[src/core/rbspc_pkg.sv]
// Package: constants and types of the reset, boot strap and power control block
package rbspc_pkg;

  // ----------------------------------------------------------------------
  // Subsystem reset control register on the MCU memory port
  // ----------------------------------------------------------------------
  localparam logic [31:0] RST_CTRL_ADDR    = 32'h0FFF2F10;
  localparam int          RST_DSP_BIT      = 0;
  localparam int          RST_EXT_BIT      = 1;
  localparam logic [1:0]  RST_CTRL_RESET   = 2'h1;   // DSP held, external released
  localparam logic [31:0] RDATA_NONE       = 32'h00000000;

  // ----------------------------------------------------------------------
  // Reset vectors and DSP memory map
  // ----------------------------------------------------------------------
  localparam logic [31:0] MCU_RESET_VECTOR = 32'h00000000;
  localparam logic [15:0] DSP_RESET_VECTOR = 16'hFF80;
  localparam logic [15:0] OVL_PROG_BASE    = 16'hF800;
  localparam logic [15:0] OVL_DATA_BASE    = 16'h3800;
  localparam logic [15:0] OVL_DATA_LAST    = 16'h3FFF;

  // ----------------------------------------------------------------------
  // DSP configuration register layout
  // ----------------------------------------------------------------------
  localparam int          DSPCFG_W         = 16;
  localparam int          DSPCFG_EXT_BIT   = 15;
  localparam int          DSPCFG_OVL_BIT   = 14;
  localparam int          DSPCFG_PLL_W     = 14;
  localparam logic [15:0] DSPCFG_RESET     = 16'h0000;

  // ----------------------------------------------------------------------
  // MCU clock module and timing
  // ----------------------------------------------------------------------
  localparam int          PD_DIV_W         = 10;
  localparam logic [9:0]  PD_DIV_MIN       = 10'h200;
  localparam logic [9:0]  PD_CNT_ONE       = 10'h001;
  localparam int          DIV_W            = 2;
  localparam int          WDOG_RST_CYCLES  = 4;
  localparam int          WDOG_CNT_W       = 8;

  // ----------------------------------------------------------------------
  // Scan chain instruction register lengths
  // ----------------------------------------------------------------------
  localparam logic [4:0]  IR_LEN_MCU       = 5'h04;
  localparam logic [4:0]  IR_LEN_DSP       = 5'h08;
  localparam logic [4:0]  IR_LEN_CHIP      = 5'h08;
  localparam logic [4:0]  IR_LEN_NONE      = 5'h00;

  // ----------------------------------------------------------------------
  // Enumerations
  // ----------------------------------------------------------------------
  typedef enum logic [1:0] {
    CLK_PLL   = 2'b00,
    CLK_DIV   = 2'b01,
    CLK_PDOWN = 2'b10,
    CLK_RSVD  = 2'b11
  } rbspc_clk_mode_t;

  typedef enum logic [1:0] {
    SCAN_MCU   = 2'b00,
    SCAN_DSP   = 2'b01,
    SCAN_RSVD  = 2'b10,
    SCAN_CHAIN = 2'b11
  } rbspc_scan_mode_t;

  typedef enum logic [1:0] {
    BOOT_SHADOW_RAM = 2'b00,
    BOOT_PROG_RAM   = 2'b01,
    BOOT_EXTERNAL   = 2'b10
  } rbspc_boot_mem_t;

endpackage

[src/core/rbspc_edge_capture.sv]
// Module: synchronised capture of pin levels on the rising edge of a trigger
`timescale 1ns/1ns
module rbspc_edge_capture #(
  parameter int   W         = 2,
  parameter logic TRIG_IDLE = 1'b0   // Trigger history in reset; match the pin's idle level
)
(
  input  wire logic         i_clk_sys,
  input  wire logic         i_rst_n,
  input  wire logic         i_trig,
  input  wire logic [W-1:0] i_pins,
  output logic      [W-1:0] o_value
);

  logic [W-1:0] pins_meta_q;
  logic [W-1:0] pins_sync_q;
  logic         trig_meta_q;
  logic         trig_sync_q;
  logic         trig_last_q;

  // Width check
  initial
  begin
    if (W < 1)
      $error("rbspc_edge_capture: W must be at least 1");
  end

  // Two-stage synchronisers; the first stages feed only the second
  always_ff @(posedge i_clk_sys or negedge i_rst_n)
  begin
    if (!i_rst_n)
    begin
      pins_meta_q <= '0;
      pins_sync_q <= '0;
      trig_meta_q <= TRIG_IDLE;
      trig_sync_q <= TRIG_IDLE;
    end
    else
    begin
      pins_meta_q <= i_pins;
      pins_sync_q <= pins_meta_q;
      trig_meta_q <= i_trig;
      trig_sync_q <= trig_meta_q;
    end
  end

  // Edge history of the synchronised trigger
  always_ff @(posedge i_clk_sys or negedge i_rst_n)
  begin
    if (!i_rst_n)
      trig_last_q <= TRIG_IDLE;
    else
      trig_last_q <= trig_sync_q;
  end

  // Value held until the next rising edge of the trigger
  always_ff @(posedge i_clk_sys or negedge i_rst_n)
  begin
    if (!i_rst_n)
      o_value <= '0;
    else if (trig_sync_q && !trig_last_q)
      o_value <= pins_sync_q;
  end

endmodule

[src/core/rbspc_top.sv]
// Module: reset distribution, boot straps, DSP boot and MCU power control
`timescale 1ns/1ns
module rbspc_top
  import rbspc_pkg::*;
#(
  parameter int                 NUM_PERIPH      = 16,
  parameter int                 WDOG_CYCLES     = rbspc_pkg::WDOG_RST_CYCLES,
  parameter int                 BOOT_REGION_W   = 24,
  parameter logic [13:0]        MCU_PLL_DEFAULT = 14'h0000
)
(
  input  wire logic                              i_clk_sys,
  input  wire logic                              i_rst_n,
  input  wire logic                              i_test_rst_n,
  input  wire logic                              i_instr_width_strap,
  input  wire logic                              i_endian_strap,
  input  wire logic                              i_scan_sel_lo,
  input  wire logic                              i_scan_sel_hi,
  input  wire logic                              i_wdog_rst_cmd,
  input  wire logic                              i_mcu_sel,
  input  wire logic                              i_mcu_we,
  input  wire logic [31:0]                       i_mcu_addr,
  input  wire logic [31:0]                       i_mcu_wdata,
  output logic      [31:0]                       o_mcu_rdata,
  output logic                                   o_mcu_ack,
  input  wire logic                              i_dsp_cfg_wr,
  input  wire logic [rbspc_pkg::DSPCFG_W-1:0]    i_dsp_cfg_data,
  input  wire logic                              i_periph_rst_wr,
  input  wire logic [NUM_PERIPH-1:0]             i_periph_rst_data,
  input  wire logic                              i_clk_stop_wr,
  input  wire logic [NUM_PERIPH:0]               i_clk_stop_data,
  input  wire logic                              i_wake_wr,
  input  wire logic [NUM_PERIPH:0]               i_wake_data,
  input  wire logic [NUM_PERIPH-1:0]             i_periph_irq,
  input  wire rbspc_pkg::rbspc_clk_mode_t        i_pll_mode_cfg,
  input  wire logic [rbspc_pkg::DIV_W-1:0]       i_div_ratio,
  input  wire logic [rbspc_pkg::PD_DIV_W-1:0]    i_pd_divisor,
  input  wire logic [15:0]                       i_dsp_prog_addr,
  output logic                                   o_mcu_rst_n,
  output logic                                   o_dsp_rst_n,
  output logic                                   o_ext_rst_n,
  output logic      [31:0]                       o_mcu_reset_vector,
  output logic                                   o_boot_chip_select,
  output logic      [15:0]                       o_dsp_reset_vector,
  output logic      [NUM_PERIPH-1:0]             o_periph_rst_n,
  output logic                                   o_instr_32bit,
  output logic                                   o_big_endian,
  output rbspc_pkg::rbspc_scan_mode_t            o_scan_mode,
  output logic      [4:0]                        o_ir_len_mcu,
  output logic      [4:0]                        o_ir_len_dsp,
  output logic      [4:0]                        o_ir_len_chip,
  output logic      [4:0]                        o_ir_len_total,
  output rbspc_pkg::rbspc_boot_mem_t             o_dsp_boot_mem,
  output logic                                   o_overlay_en,
  output logic                                   o_overlay_hit,
  output logic      [15:0]                       o_overlay_data_addr,
  output logic      [rbspc_pkg::DSPCFG_PLL_W-1:0] o_dsp_pll_default,
  output logic      [13:0]                       o_mcu_pll_default,
  output logic                                   o_mcu_clk_tick,
  output logic                                   o_mcu_run,
  output logic      [NUM_PERIPH-1:0]             o_periph_run
);

  import rbspc_pkg::*;

  // ----------------------------------------------------------------------
  // Declarations
  // ----------------------------------------------------------------------
  logic [WDOG_CNT_W-1:0] wdog_cnt_q;
  logic                  mcu_sub_rst;
  logic [1:0]            rst_ctrl_q;
  logic                  ctrl_hit;
  logic [DSPCFG_W-1:0]   dsp_cfg_q;
  logic [NUM_PERIPH-1:0] periph_rst_q;
  logic [NUM_PERIPH:0]   run_q;
  logic [PD_DIV_W-1:0]   clk_cnt_q;
  logic [PD_DIV_W-1:0]   clk_limit;
  logic                  clk_stop;
  logic [1:0]            reset_straps;
  logic [1:0]            scan_straps;

  // Parameter checks
  initial
  begin
    if (NUM_PERIPH < 1 || NUM_PERIPH > 31)
      $error("rbspc_top: NUM_PERIPH must be 1 to 31");
    if (WDOG_CYCLES < 1 || WDOG_CYCLES > 255)
      $error("rbspc_top: WDOG_CYCLES must be 1 to 255");
    if (BOOT_REGION_W < 1 || BOOT_REGION_W > 31)
      $error("rbspc_top: BOOT_REGION_W must be 1 to 31");
  end

  // ----------------------------------------------------------------------
  // Reset distribution
  // ----------------------------------------------------------------------

  // Watchdog command stretched so the MCU side sees a clean reset
  always_ff @(posedge i_clk_sys or negedge i_rst_n)
  begin
    if (!i_rst_n)
      wdog_cnt_q <= '0;
    else if (i_wdog_rst_cmd)
      wdog_cnt_q <= WDOG_CNT_W'(WDOG_CYCLES);
    else if (wdog_cnt_q != '0)
      wdog_cnt_q <= wdog_cnt_q - 1'b1;
  end

  assign mcu_sub_rst = i_wdog_rst_cmd || (wdog_cnt_q != '0);

  // Reset outputs assert at once with the master reset, release on the clock
  always_ff @(posedge i_clk_sys or negedge i_rst_n)
  begin
    if (!i_rst_n)
    begin
      o_mcu_rst_n <= 1'b0;
      o_dsp_rst_n <= 1'b0;
      o_ext_rst_n <= 1'b0;
    end
    else
    begin
      o_mcu_rst_n <= !mcu_sub_rst;
      o_dsp_rst_n <= !rst_ctrl_q[RST_DSP_BIT];
      o_ext_rst_n <= !rst_ctrl_q[RST_EXT_BIT];
    end
  end

  // ----------------------------------------------------------------------
  // MCU memory port: subsystem reset control register
  // ----------------------------------------------------------------------
  assign ctrl_hit = (i_mcu_addr == RST_CTRL_ADDR);

  // Only the master reset loads RST_CTRL_RESET into it; the watchdog must not touch the DSP
  always_ff @(posedge i_clk_sys or negedge i_rst_n)
  begin
    if (!i_rst_n)
      rst_ctrl_q <= RST_CTRL_RESET;
    else if (i_mcu_sel && i_mcu_we && ctrl_hit)
      rst_ctrl_q <= i_mcu_wdata[1:0];
  end

  // Read data and acknowledge one cycle after the request; others read zero
  always_ff @(posedge i_clk_sys or negedge i_rst_n)
  begin
    if (!i_rst_n)
    begin
      o_mcu_rdata <= RDATA_NONE;
      o_mcu_ack   <= 1'b0;
    end
    else
    begin
      o_mcu_ack <= i_mcu_sel;
      if (i_mcu_sel && !i_mcu_we && ctrl_hit)
        o_mcu_rdata <= {30'h00000000, rst_ctrl_q};
      else
        o_mcu_rdata <= RDATA_NONE;
    end
  end

  // ----------------------------------------------------------------------
  // Reset vectors and boot fetch
  // ----------------------------------------------------------------------
  // Boot chip select covers the low region holding the vector
  assign o_mcu_reset_vector = MCU_RESET_VECTOR;
  assign o_boot_chip_select = (i_mcu_addr[31:BOOT_REGION_W] == '0);
  assign o_dsp_reset_vector = DSP_RESET_VECTOR;

  // ----------------------------------------------------------------------
  // Peripheral reset register
  // ----------------------------------------------------------------------

  // Set bit keeps a peripheral active; any MCU reset sets all
  always_ff @(posedge i_clk_sys or negedge i_rst_n)
  begin
    if (!i_rst_n)
      periph_rst_q <= '1;
    else if (mcu_sub_rst)
      periph_rst_q <= '1;
    else if (i_periph_rst_wr)
      periph_rst_q <= i_periph_rst_data;
  end

  assign o_periph_rst_n = periph_rst_q & {NUM_PERIPH{o_mcu_rst_n}};

  // ----------------------------------------------------------------------
  // Boot straps
  // ----------------------------------------------------------------------

  // Master release: trigger held high, captured once the reset lets go
  rbspc_edge_capture #(
    .W         (2)
  ) u_reset_straps (
    .i_clk_sys (i_clk_sys),
    .i_rst_n   (i_rst_n),
    .i_trig    (1'b1),
    .i_pins    ({i_endian_strap, i_instr_width_strap}),
    .o_value   (reset_straps)
  );

  assign o_instr_32bit = reset_straps[0];
  assign o_big_endian  = reset_straps[1];

  // Test reset pin is asynchronous; its release edge is found after syncing.
  // Idle-high history so a master reset release is not taken as a test reset rise
  rbspc_edge_capture #(
    .W         (2),
    .TRIG_IDLE (1'b1)
  ) u_scan_straps (
    .i_clk_sys (i_clk_sys),
    .i_rst_n   (i_rst_n),
    .i_trig    (i_test_rst_n),
    .i_pins    ({i_scan_sel_lo, i_scan_sel_hi}),
    .o_value   (scan_straps)
  );

  assign o_scan_mode = rbspc_scan_mode_t'(scan_straps);

  // ----------------------------------------------------------------------
  // Scan chain instruction lengths
  // ----------------------------------------------------------------------
  assign o_ir_len_mcu  = IR_LEN_MCU;
  assign o_ir_len_dsp  = IR_LEN_DSP;
  assign o_ir_len_chip = IR_LEN_CHIP;

  // Total length lets a debugger plan bypass codes for the chain
  always_comb
  begin
    case (o_scan_mode)
      SCAN_MCU:   o_ir_len_total = IR_LEN_MCU;
      SCAN_DSP:   o_ir_len_total = IR_LEN_DSP;
      SCAN_CHAIN: o_ir_len_total = IR_LEN_MCU + IR_LEN_DSP + IR_LEN_CHIP;
      default:    o_ir_len_total = IR_LEN_NONE;
    endcase
  end

  // ----------------------------------------------------------------------
  // DSP configuration: boot bits and PLL defaults
  // ----------------------------------------------------------------------

  // Written by MCU software while the DSP is still held
  always_ff @(posedge i_clk_sys or negedge i_rst_n)
  begin
    if (!i_rst_n)
      dsp_cfg_q <= DSPCFG_RESET;
    else if (i_dsp_cfg_wr)
      dsp_cfg_q <= i_dsp_cfg_data;
  end

  assign o_dsp_pll_default = dsp_cfg_q[DSPCFG_PLL_W-1:0];
  assign o_mcu_pll_default = MCU_PLL_DEFAULT;

  // Boot memory choice from the two boot bits
  always_comb
  begin
    case ({dsp_cfg_q[DSPCFG_EXT_BIT], dsp_cfg_q[DSPCFG_OVL_BIT]})
      2'b01:   o_dsp_boot_mem = BOOT_PROG_RAM;
      2'b11:   o_dsp_boot_mem = BOOT_EXTERNAL;
      default: o_dsp_boot_mem = BOOT_SHADOW_RAM;
    endcase
  end

  // Overlay window decode; translation keeps the low bits of the offset
  assign o_overlay_en        = !dsp_cfg_q[DSPCFG_OVL_BIT];
  assign o_overlay_hit       = o_overlay_en && (i_dsp_prog_addr >= OVL_PROG_BASE);
  assign o_overlay_data_addr = 16'(i_dsp_prog_addr - OVL_PROG_BASE + OVL_DATA_BASE);

  // ----------------------------------------------------------------------
  // MCU clock module
  // ----------------------------------------------------------------------

  // Divide limit per mode; low power-down divisors mean no clock at all
  always_comb
  begin
    clk_stop  = 1'b0;
    clk_limit = PD_CNT_ONE;
    case (i_pll_mode_cfg)
      CLK_PLL:
        clk_limit = PD_CNT_ONE;
      CLK_DIV:
        clk_limit = PD_DIV_W'(i_div_ratio) + PD_CNT_ONE;
      CLK_PDOWN:
      begin
        clk_limit = i_pd_divisor;
        clk_stop  = (i_pd_divisor < PD_DIV_MIN);
      end
      default:
        clk_stop  = 1'b1;
    endcase
  end

  // Tick once per divide period; a stopped MCU gets no ticks
  always_ff @(posedge i_clk_sys or negedge i_rst_n)
  begin
    if (!i_rst_n)
    begin
      clk_cnt_q      <= '0;
      o_mcu_clk_tick <= 1'b0;
    end
    else if (clk_stop)
    begin
      clk_cnt_q      <= '0;
      o_mcu_clk_tick <= 1'b0;
    end
    else if (clk_cnt_q + PD_CNT_ONE >= clk_limit)
    begin
      clk_cnt_q      <= '0;
      o_mcu_clk_tick <= run_q[0];
    end
    else
    begin
      clk_cnt_q      <= clk_cnt_q + PD_CNT_ONE;
      o_mcu_clk_tick <= 1'b0;
    end
  end

  // ----------------------------------------------------------------------
  // Shutdown and wake
  // ----------------------------------------------------------------------

  // Bit 0 is the MCU, bits above the peripherals; wake beats stop
  always_ff @(posedge i_clk_sys or negedge i_rst_n)
  begin
    if (!i_rst_n)
      run_q <= '1;
    else if (mcu_sub_rst)
      run_q <= '1;
    else
    begin
      for (int k = 0; k <= NUM_PERIPH; k++)
      begin
        if (i_wake_wr && i_wake_data[k])
          run_q[k] <= 1'b1;
        else if (k == 0 && (|i_periph_irq))
          run_q[k] <= 1'b1;
        else if (i_clk_stop_wr && i_clk_stop_data[k])
          run_q[k] <= 1'b0;
      end
    end
  end

  assign o_mcu_run    = run_q[0];
  assign o_periph_run = run_q[NUM_PERIPH:1];

endmodule
[config.mk]
export PLATFORM = sky130hd
export DESIGN_NAME = rbspc_top
export DESIGN_NICKNAME = d
export VERILOG_FILES = /design/src/core/rbspc_pkg.sv /design/src/core/rbspc_edge_capture.sv /design/src/core/rbspc_top.sv
export SDC_FILE = /design/constraint.sdc
export NUM_CORES = 1
export LEC_CHECK = 0
export BUFFER_PORTS_ARGS = -buffer_cell sky130_fd_sc_hd__buf_2
export CAP_MARGIN = 20
export CORE_AREA = 2 2 150 152
export CTS_BUF_LIST = sky130_fd_sc_hd__clkbuf_16
export DETAILED_ROUTE_END_ITERATION = 8
export DIE_AREA = 0 0 152 154
export PLACE_DENSITY_LB_ADDON = 0.15
export SETUP_SLACK_MARGIN = 0.4
export SLEW_MARGIN = 20
export SYNTH_ARGS = -nofsm -noshare
export SYNTH_HDL_FRONTEND = slang
export SYNTH_HIERARCHICAL = 1
export SYNTH_SLANG_ARGS = --single-unit
[constraint.sdc]
create_clock -name i_clk_sys -period 2.6 [get_ports i_clk_sys]
set_clock_uncertainty 0.1 [all_clocks]
set_input_delay 0 -clock i_clk_sys [delete_from_list [all_inputs] [get_ports i_clk_sys]]
set_output_delay 0 -clock i_clk_sys [all_outputs]
set_load 0.05 [all_outputs]
* After elaboration in Yosys (flattened, before gate mapping)
Cells that the tools add are included.
** Word-level totals
- Input port bits :: 190
- Word-level logic and storage cells :: 179
- Register bits :: 124
- Output and inout bits :: 191
** Cells by class
- Eq/ne operators :: 7
- Muxes and demuxes :: 49
- Bitwise operators :: 1
- Reductions and logical operators :: 74
- Order comparisons :: 3
- Add/sub/neg operators :: 5
** Operator list (number)
- 3-bit nonzero test :: 16
- 1-bit logical AND :: 41
- 1-bit two-way mux :: 37
- 32-bit by 28-bit equality test with 1-bit output (second input constant) :: 1
- 16-bit two-way mux :: 2
- 10-bit two-way mux :: 2
- 10-bit one-hot mux with 2 select lines :: 1
- 17-bit two-way mux :: 1
- 16-bit by 14-bit adder with 16-bit output (second input constant) :: 1
- 16-bit bitwise AND :: 1
- 16-bit greater-or-equal comparator (second input constant) :: 1
- 8-bit two-way mux :: 2
- 16-bit OR reduction :: 1
- 16-bit subtractor (second input constant) :: 1
- 5-bit one-hot mux with 3 select lines :: 1
- 10-bit by 1-bit adder with 10-bit output (second input constant) :: 1
- 10-bit greater-or-equal comparator :: 1
- 10-bit < comparator (second input constant) :: 1
- 8-bit logical NOT :: 1
- 8-bit nonzero test :: 1
- 8-bit by 1-bit subtractor with 8-bit output (second input constant) :: 1
- 1-bit logical NOT :: 7
- 2-bit by 1-bit equality test with 1-bit output (second input constant) :: 3
- 2-bit equality test (second input constant) :: 3
- other kinds (9) :: 11

* Logic depth before layout (Yosys ltp)
- Depth after elaboration :: 5
- Gate-level depth with buffers :: 11
- Gate-level depth less buffers :: 9

* Hierarchy
The synthesis kept the hierarchy.
** Modules (own cells, without submodules)
- rbspc_top :: area each 4857.2 um^2, cells each 486, instances 1, seq. area each 1944.4 um^2
- rbspc_edge_capture at u_scan_straps :: area each 272.8 um^2, cells each 12, instances 1, seq. area each 229.0 um^2
- rbspc_edge_capture at u_reset_straps :: area each 269.0 um^2, cells each 12, instances 1, seq. area each 225.2 um^2

* Worst setup path before layout
OpenSTA, ideal clock, no wires.
- Path type :: register to register
- From :: register clk_cnt_q[0]
- To :: register clk_cnt_q[2]
- Buffers on the path :: 1
- Arrival :: 2318 ps
- Cell stages (with the launch flop) :: 11
- Data required time :: 2411 ps
- Setup time :: 89 ps
- Slack :: 93 ps
- Clock period less this slack :: 2507 ps
- Path through :: dfrtp_1 -> ha_1 -> nand2_1 -> or2_2 -> xnor2_1 -> ha_1 -> a21o_1 -> a21o_1 -> a221o_1 -> clkbuf_1 -> nor3b_1
** Between the ends
- Cells in the longest elaborated chain, start to end :: 4
** RTL lines
- start: declaration :: line rbspc_top.sv:76 : logic [PD_DIV_W-1:0] clk_cnt_q;
- start signal: assignment :: line rbspc_top.sv:310 : clk_cnt_q <= clk_cnt_q + PD_CNT_ONE;
- 10-bit by 1-bit adder with 10-bit output (*) :: line rbspc_top.sv:303, rbspc_top.sv:310
- 10-bit greater-or-equal comparator :: line rbspc_top.sv:303 : else if (clk_cnt_q + PD_CNT_ONE >= clk_limit)
- 10-bit two-way mux (*) :: line rbspc_top.sv:303
- 10-bit two-way mux (*) :: line rbspc_top.sv:298 : else if (clk_stop)
Mark *: on every way between the ends. The rest lies on a longest branch, timed or not.
A chain may end at the register's enable or synchronous reset.

* Worst setup path after layout
- From :: register clk_cnt_q[1]
- To :: register clk_cnt_q[2]
Same word-level chain as after synthesis.

==> results by group <==
Status
  – Outcome: complete, no violations

Place
  – Inst Count DP: about 970
  – DP HPWL: 10890 um
  – GP Congestion: roughly 0.87
  – DP Worst Slack: ~0.1 ns
  – I/O Buffers: approximately 220

Floorplanning
  – Floorplan row count: 54
  – Core ar.: about 22000 um2
  – Initial core utilization: 0.2489
  – Die area: roughly 23000 um2
  – Die width: 152 um
  – IO Pins: 381
  – Die Height: between 150 and 200 um

Timing
  – Max Transition Viols Final: 0
  – Final setup fails: 0
  – Post-route setup TNS: 0 ns
  – RSZ-0062 raised after global routing: true
  – Worst setup margin: approximately 0.17 ns
  – F_max: between 400 and 500 MHz
  – Tightest Pin Transition: about 0.6 ns
  – Slew HR: 0.5909
  – Hold Vio Cnt, Final: 0
  – Min Tclk post-route: between 2 and 2.5 ns
  – Period utilisation layout: 0.9330

Clock tree
  – Clock transition at path regs: about 0.07 ns
  – CTS HTree Levels: 3
  – Worst-Skew Late Latency: around 0.35 ns
  – CTS tree: yes
  – Bufs on Longest Clock Path: 2
  – Clock Sinks: 94
  – Root Buffer: clkbuf_16
  – CTS Buf Count: 9

Global route
  – Tot GR Track Use: 0.1228
  – Gr ovfl total: 0
  – Antenna violations before repair: 0
  – Global-route wire length before repair: around 23000 um
  – Largest net degree at the start of global routing: between 50 and 60
  – Vias in the first global route: approximately 4.5k

Cells and area
  – Layout cell share with drive strength beyond 1: 0.4078
  – ANT cells: 0
  – Layout Utilization: 0.3570
  – Syn-to-layout area delta: 43.43%
  – NumNets Final: 1023
  – Finished Layout Cells: 1099

Logic synthesis
  – Synth Area per Inst: roughly 11 um2
  – Post-synth EDFFs: 0
  – Ys async rst share: 1.000
  – Top-count cell post-synth: buf_4
  – Mapped Area: 5399 um2
  – Synth unique cells: 44
  – Largest family of logic cells by synthesized area: buffers and inverters
  – Synth Area in Simple Gates: 0.1397
  – Area contributors post-synth: dfrtp_1 26%, buf_4 19%, dfstp_2 18%
  – Leading area contributor after synthesis: dfrtp_1
  – Synthesized instance count: 510
  – Yosys reg bits: 94
  – Post-synthesis mux area share: 0.07810
  – Sequential share of the synthesized area: 0.4443
  – Top cell type's share of synthesized area: 0.2642
  – Synth Flop Type: dfrtp_1
  – Synth warn: 6
  – Post-synthesis compound-gate area fraction: 0.06072
  – Synth Area in XOR/XNOR: 0.01622
  – Synthesized-area fraction occupied by adder cells: 0.04403
  – Synth top cells by count: 138 x buf_4, 57 x dfrtp_1, 46 x nand2_1

Detailed routing
  – WL/cell: about 13 um
  – Vias: around 4.3k
  – Via/cell ratio: approximately 3.9
  – Drt first-iter violations: 134
  – Pre-Repair DR Iteration Count: 4
  – DRC: 0
  – Antenna Nets Post-Route: 0
  – DRT Wirelength: around 15000 um

Pwr
  – Total power: 0.005293 W
  – Leakage: between 3 and 4 nW
  – Power Density: between 600 and 700 nW/um2
  – VDD IR max: between 0.0002 and 0.0003 V

Critical path
  – Setup CP Type: reg -> reg
  – Worst EP required: 2.77 ns
  – Worst Path Max Fanout: 10
  – Startpoint types: flip-flop
  – Worst Setup End Kind: flip-flop
  – FF-to-FF path depth: 10
  – CP Data Arrival Time: ~2.6 ns

Worst hold path
  – HP Class: in -> reg
  – Hold path depth: 4

Run
  – Max_cap viols: 0
worst paths after layout:
path / start / end / slack, ns
worst max-delay path: clk_cnt_q[1]$_DFF_PN0_ / clk_cnt_q[2]$_DFF_PN0_ / 0.17
worst min-delay path: i_periph_irq[6] / run_q[0]$_DFFE_PN1P_ / 0.01
worst max register to register: clk_cnt_q[1]$_DFF_PN0_ / clk_cnt_q[2]$_DFF_PN0_ / 0.17
worst min register to register: u_scan_straps/pins_meta_q[0]$_DFF_PN0_ / u_scan_straps/pins_sync_q[0]$_DFF_PN0_ / 0.24
max in group asynchronous: i_rst_n / periph_rst_q[13]$_DFFE_PN1P_ / 1.54
min in group asynchronous: i_rst_n / o_mcu_rst_n$_DFF_PN0_ / 0.09
power by group:
part	internal, W	switching, W
Combinational	0.000712	0.00146
Sequential	0.00164	0.000132
Clock	0.000757	0.000592
Total	0.00311	0.00219
registers in the layout (all words and copies together), names as in the netlist:
name                        count
u_reset_straps/pins_sync_q      2
wdog_cnt_q                      8
clk_cnt_q                      10
run_q                          17
u_reset_straps/trig_sync_q      1
periph_rst_q                   16
o_mcu_ack                       1
o_mcu_clk_tick                  1
o_mcu_rst_n                     1
u_reset_straps/o_value          2
u_scan_straps/o_value           2
u_reset_straps/trig_last_q      1
u_scan_straps/trig_sync_q       1
u_scan_straps/trig_last_q       1
u_scan_straps/pins_sync_q       2
u_reset_straps/pins_meta_q      2
dsp_cfg_q                      16
o_mcu_rdata                     2
u_scan_straps/trig_meta_q       1
u_reset_straps/trig_meta_q      1
rst_ctrl_q                      2
o_dsp_rst_n                     1
o_ext_rst_n                     1
u_scan_straps/pins_meta_q       2
area by class of cell:
class,count,area (um2)
multi-input combinational,356,2341
timing repair buffer,337,2286
clock buffer,9,225.2
sequential,94,2400
tap,280,350.3
fill,2177,13940
clock inverter,7,77.57
inverter,16,63.81
repair_timing:
action,4_1_cts,5_1_grt
hold buffers,104,0
endpoints found under the setup margin,11,19
gates resized for setup,4,4
pin swaps,4,1
setup buffers,5,2
hold endpoints to repair,122,0
layout by cell type, fill, tap and decap left out, types with 18 or more instances in the layout:
master / n
buf_2: 218
conb_1: 110
dlygate4sd3_1: 104
dfrtp_1: 56
nand2_1: 46
dfstp_2: 37
and2_1: 18
a221o_1: 18
worst max-delay path, cell delays in order (launching register included):
cell and delay, ns:
dfrtp_1 0.42, buf_6 0.12, nand4_1 0.08, nor2_1 0.14, xor2_1 0.21, ha_1 0.29
a21o_1 0.18, a21o_1 0.15, a221o_1 0.36, buf_12 0.17, nor3b_2 0.14
through the flow:
stage	area [um2]	hold WS, ns
floorplan	5883	-0.3956
global placement	6296	-0.09966
detailed placement	6296	-0.09966
CTS	7701	0.02168
global route	7744	0.05682
finish	7744	0.01239
layer usage:
metal	vias up	part of all wire	global-route usage
li1	2092	-	-
met3	19	0.061	0.02593
met5	-	0	0
met2	184	0.50	0.2136
met4	0	0.021	0.04984
met1	2024	0.42	0.1478
cells by family after synthesis:
group | after synthesis
mux | 38
buf+inv | 168
other cells | 2
xor+xnor | 10
compound gates | 41
flops | 94
fa+ha+maj | 19
simple gates | 138
No activity file was read; power rests on OpenSTA's default activity.
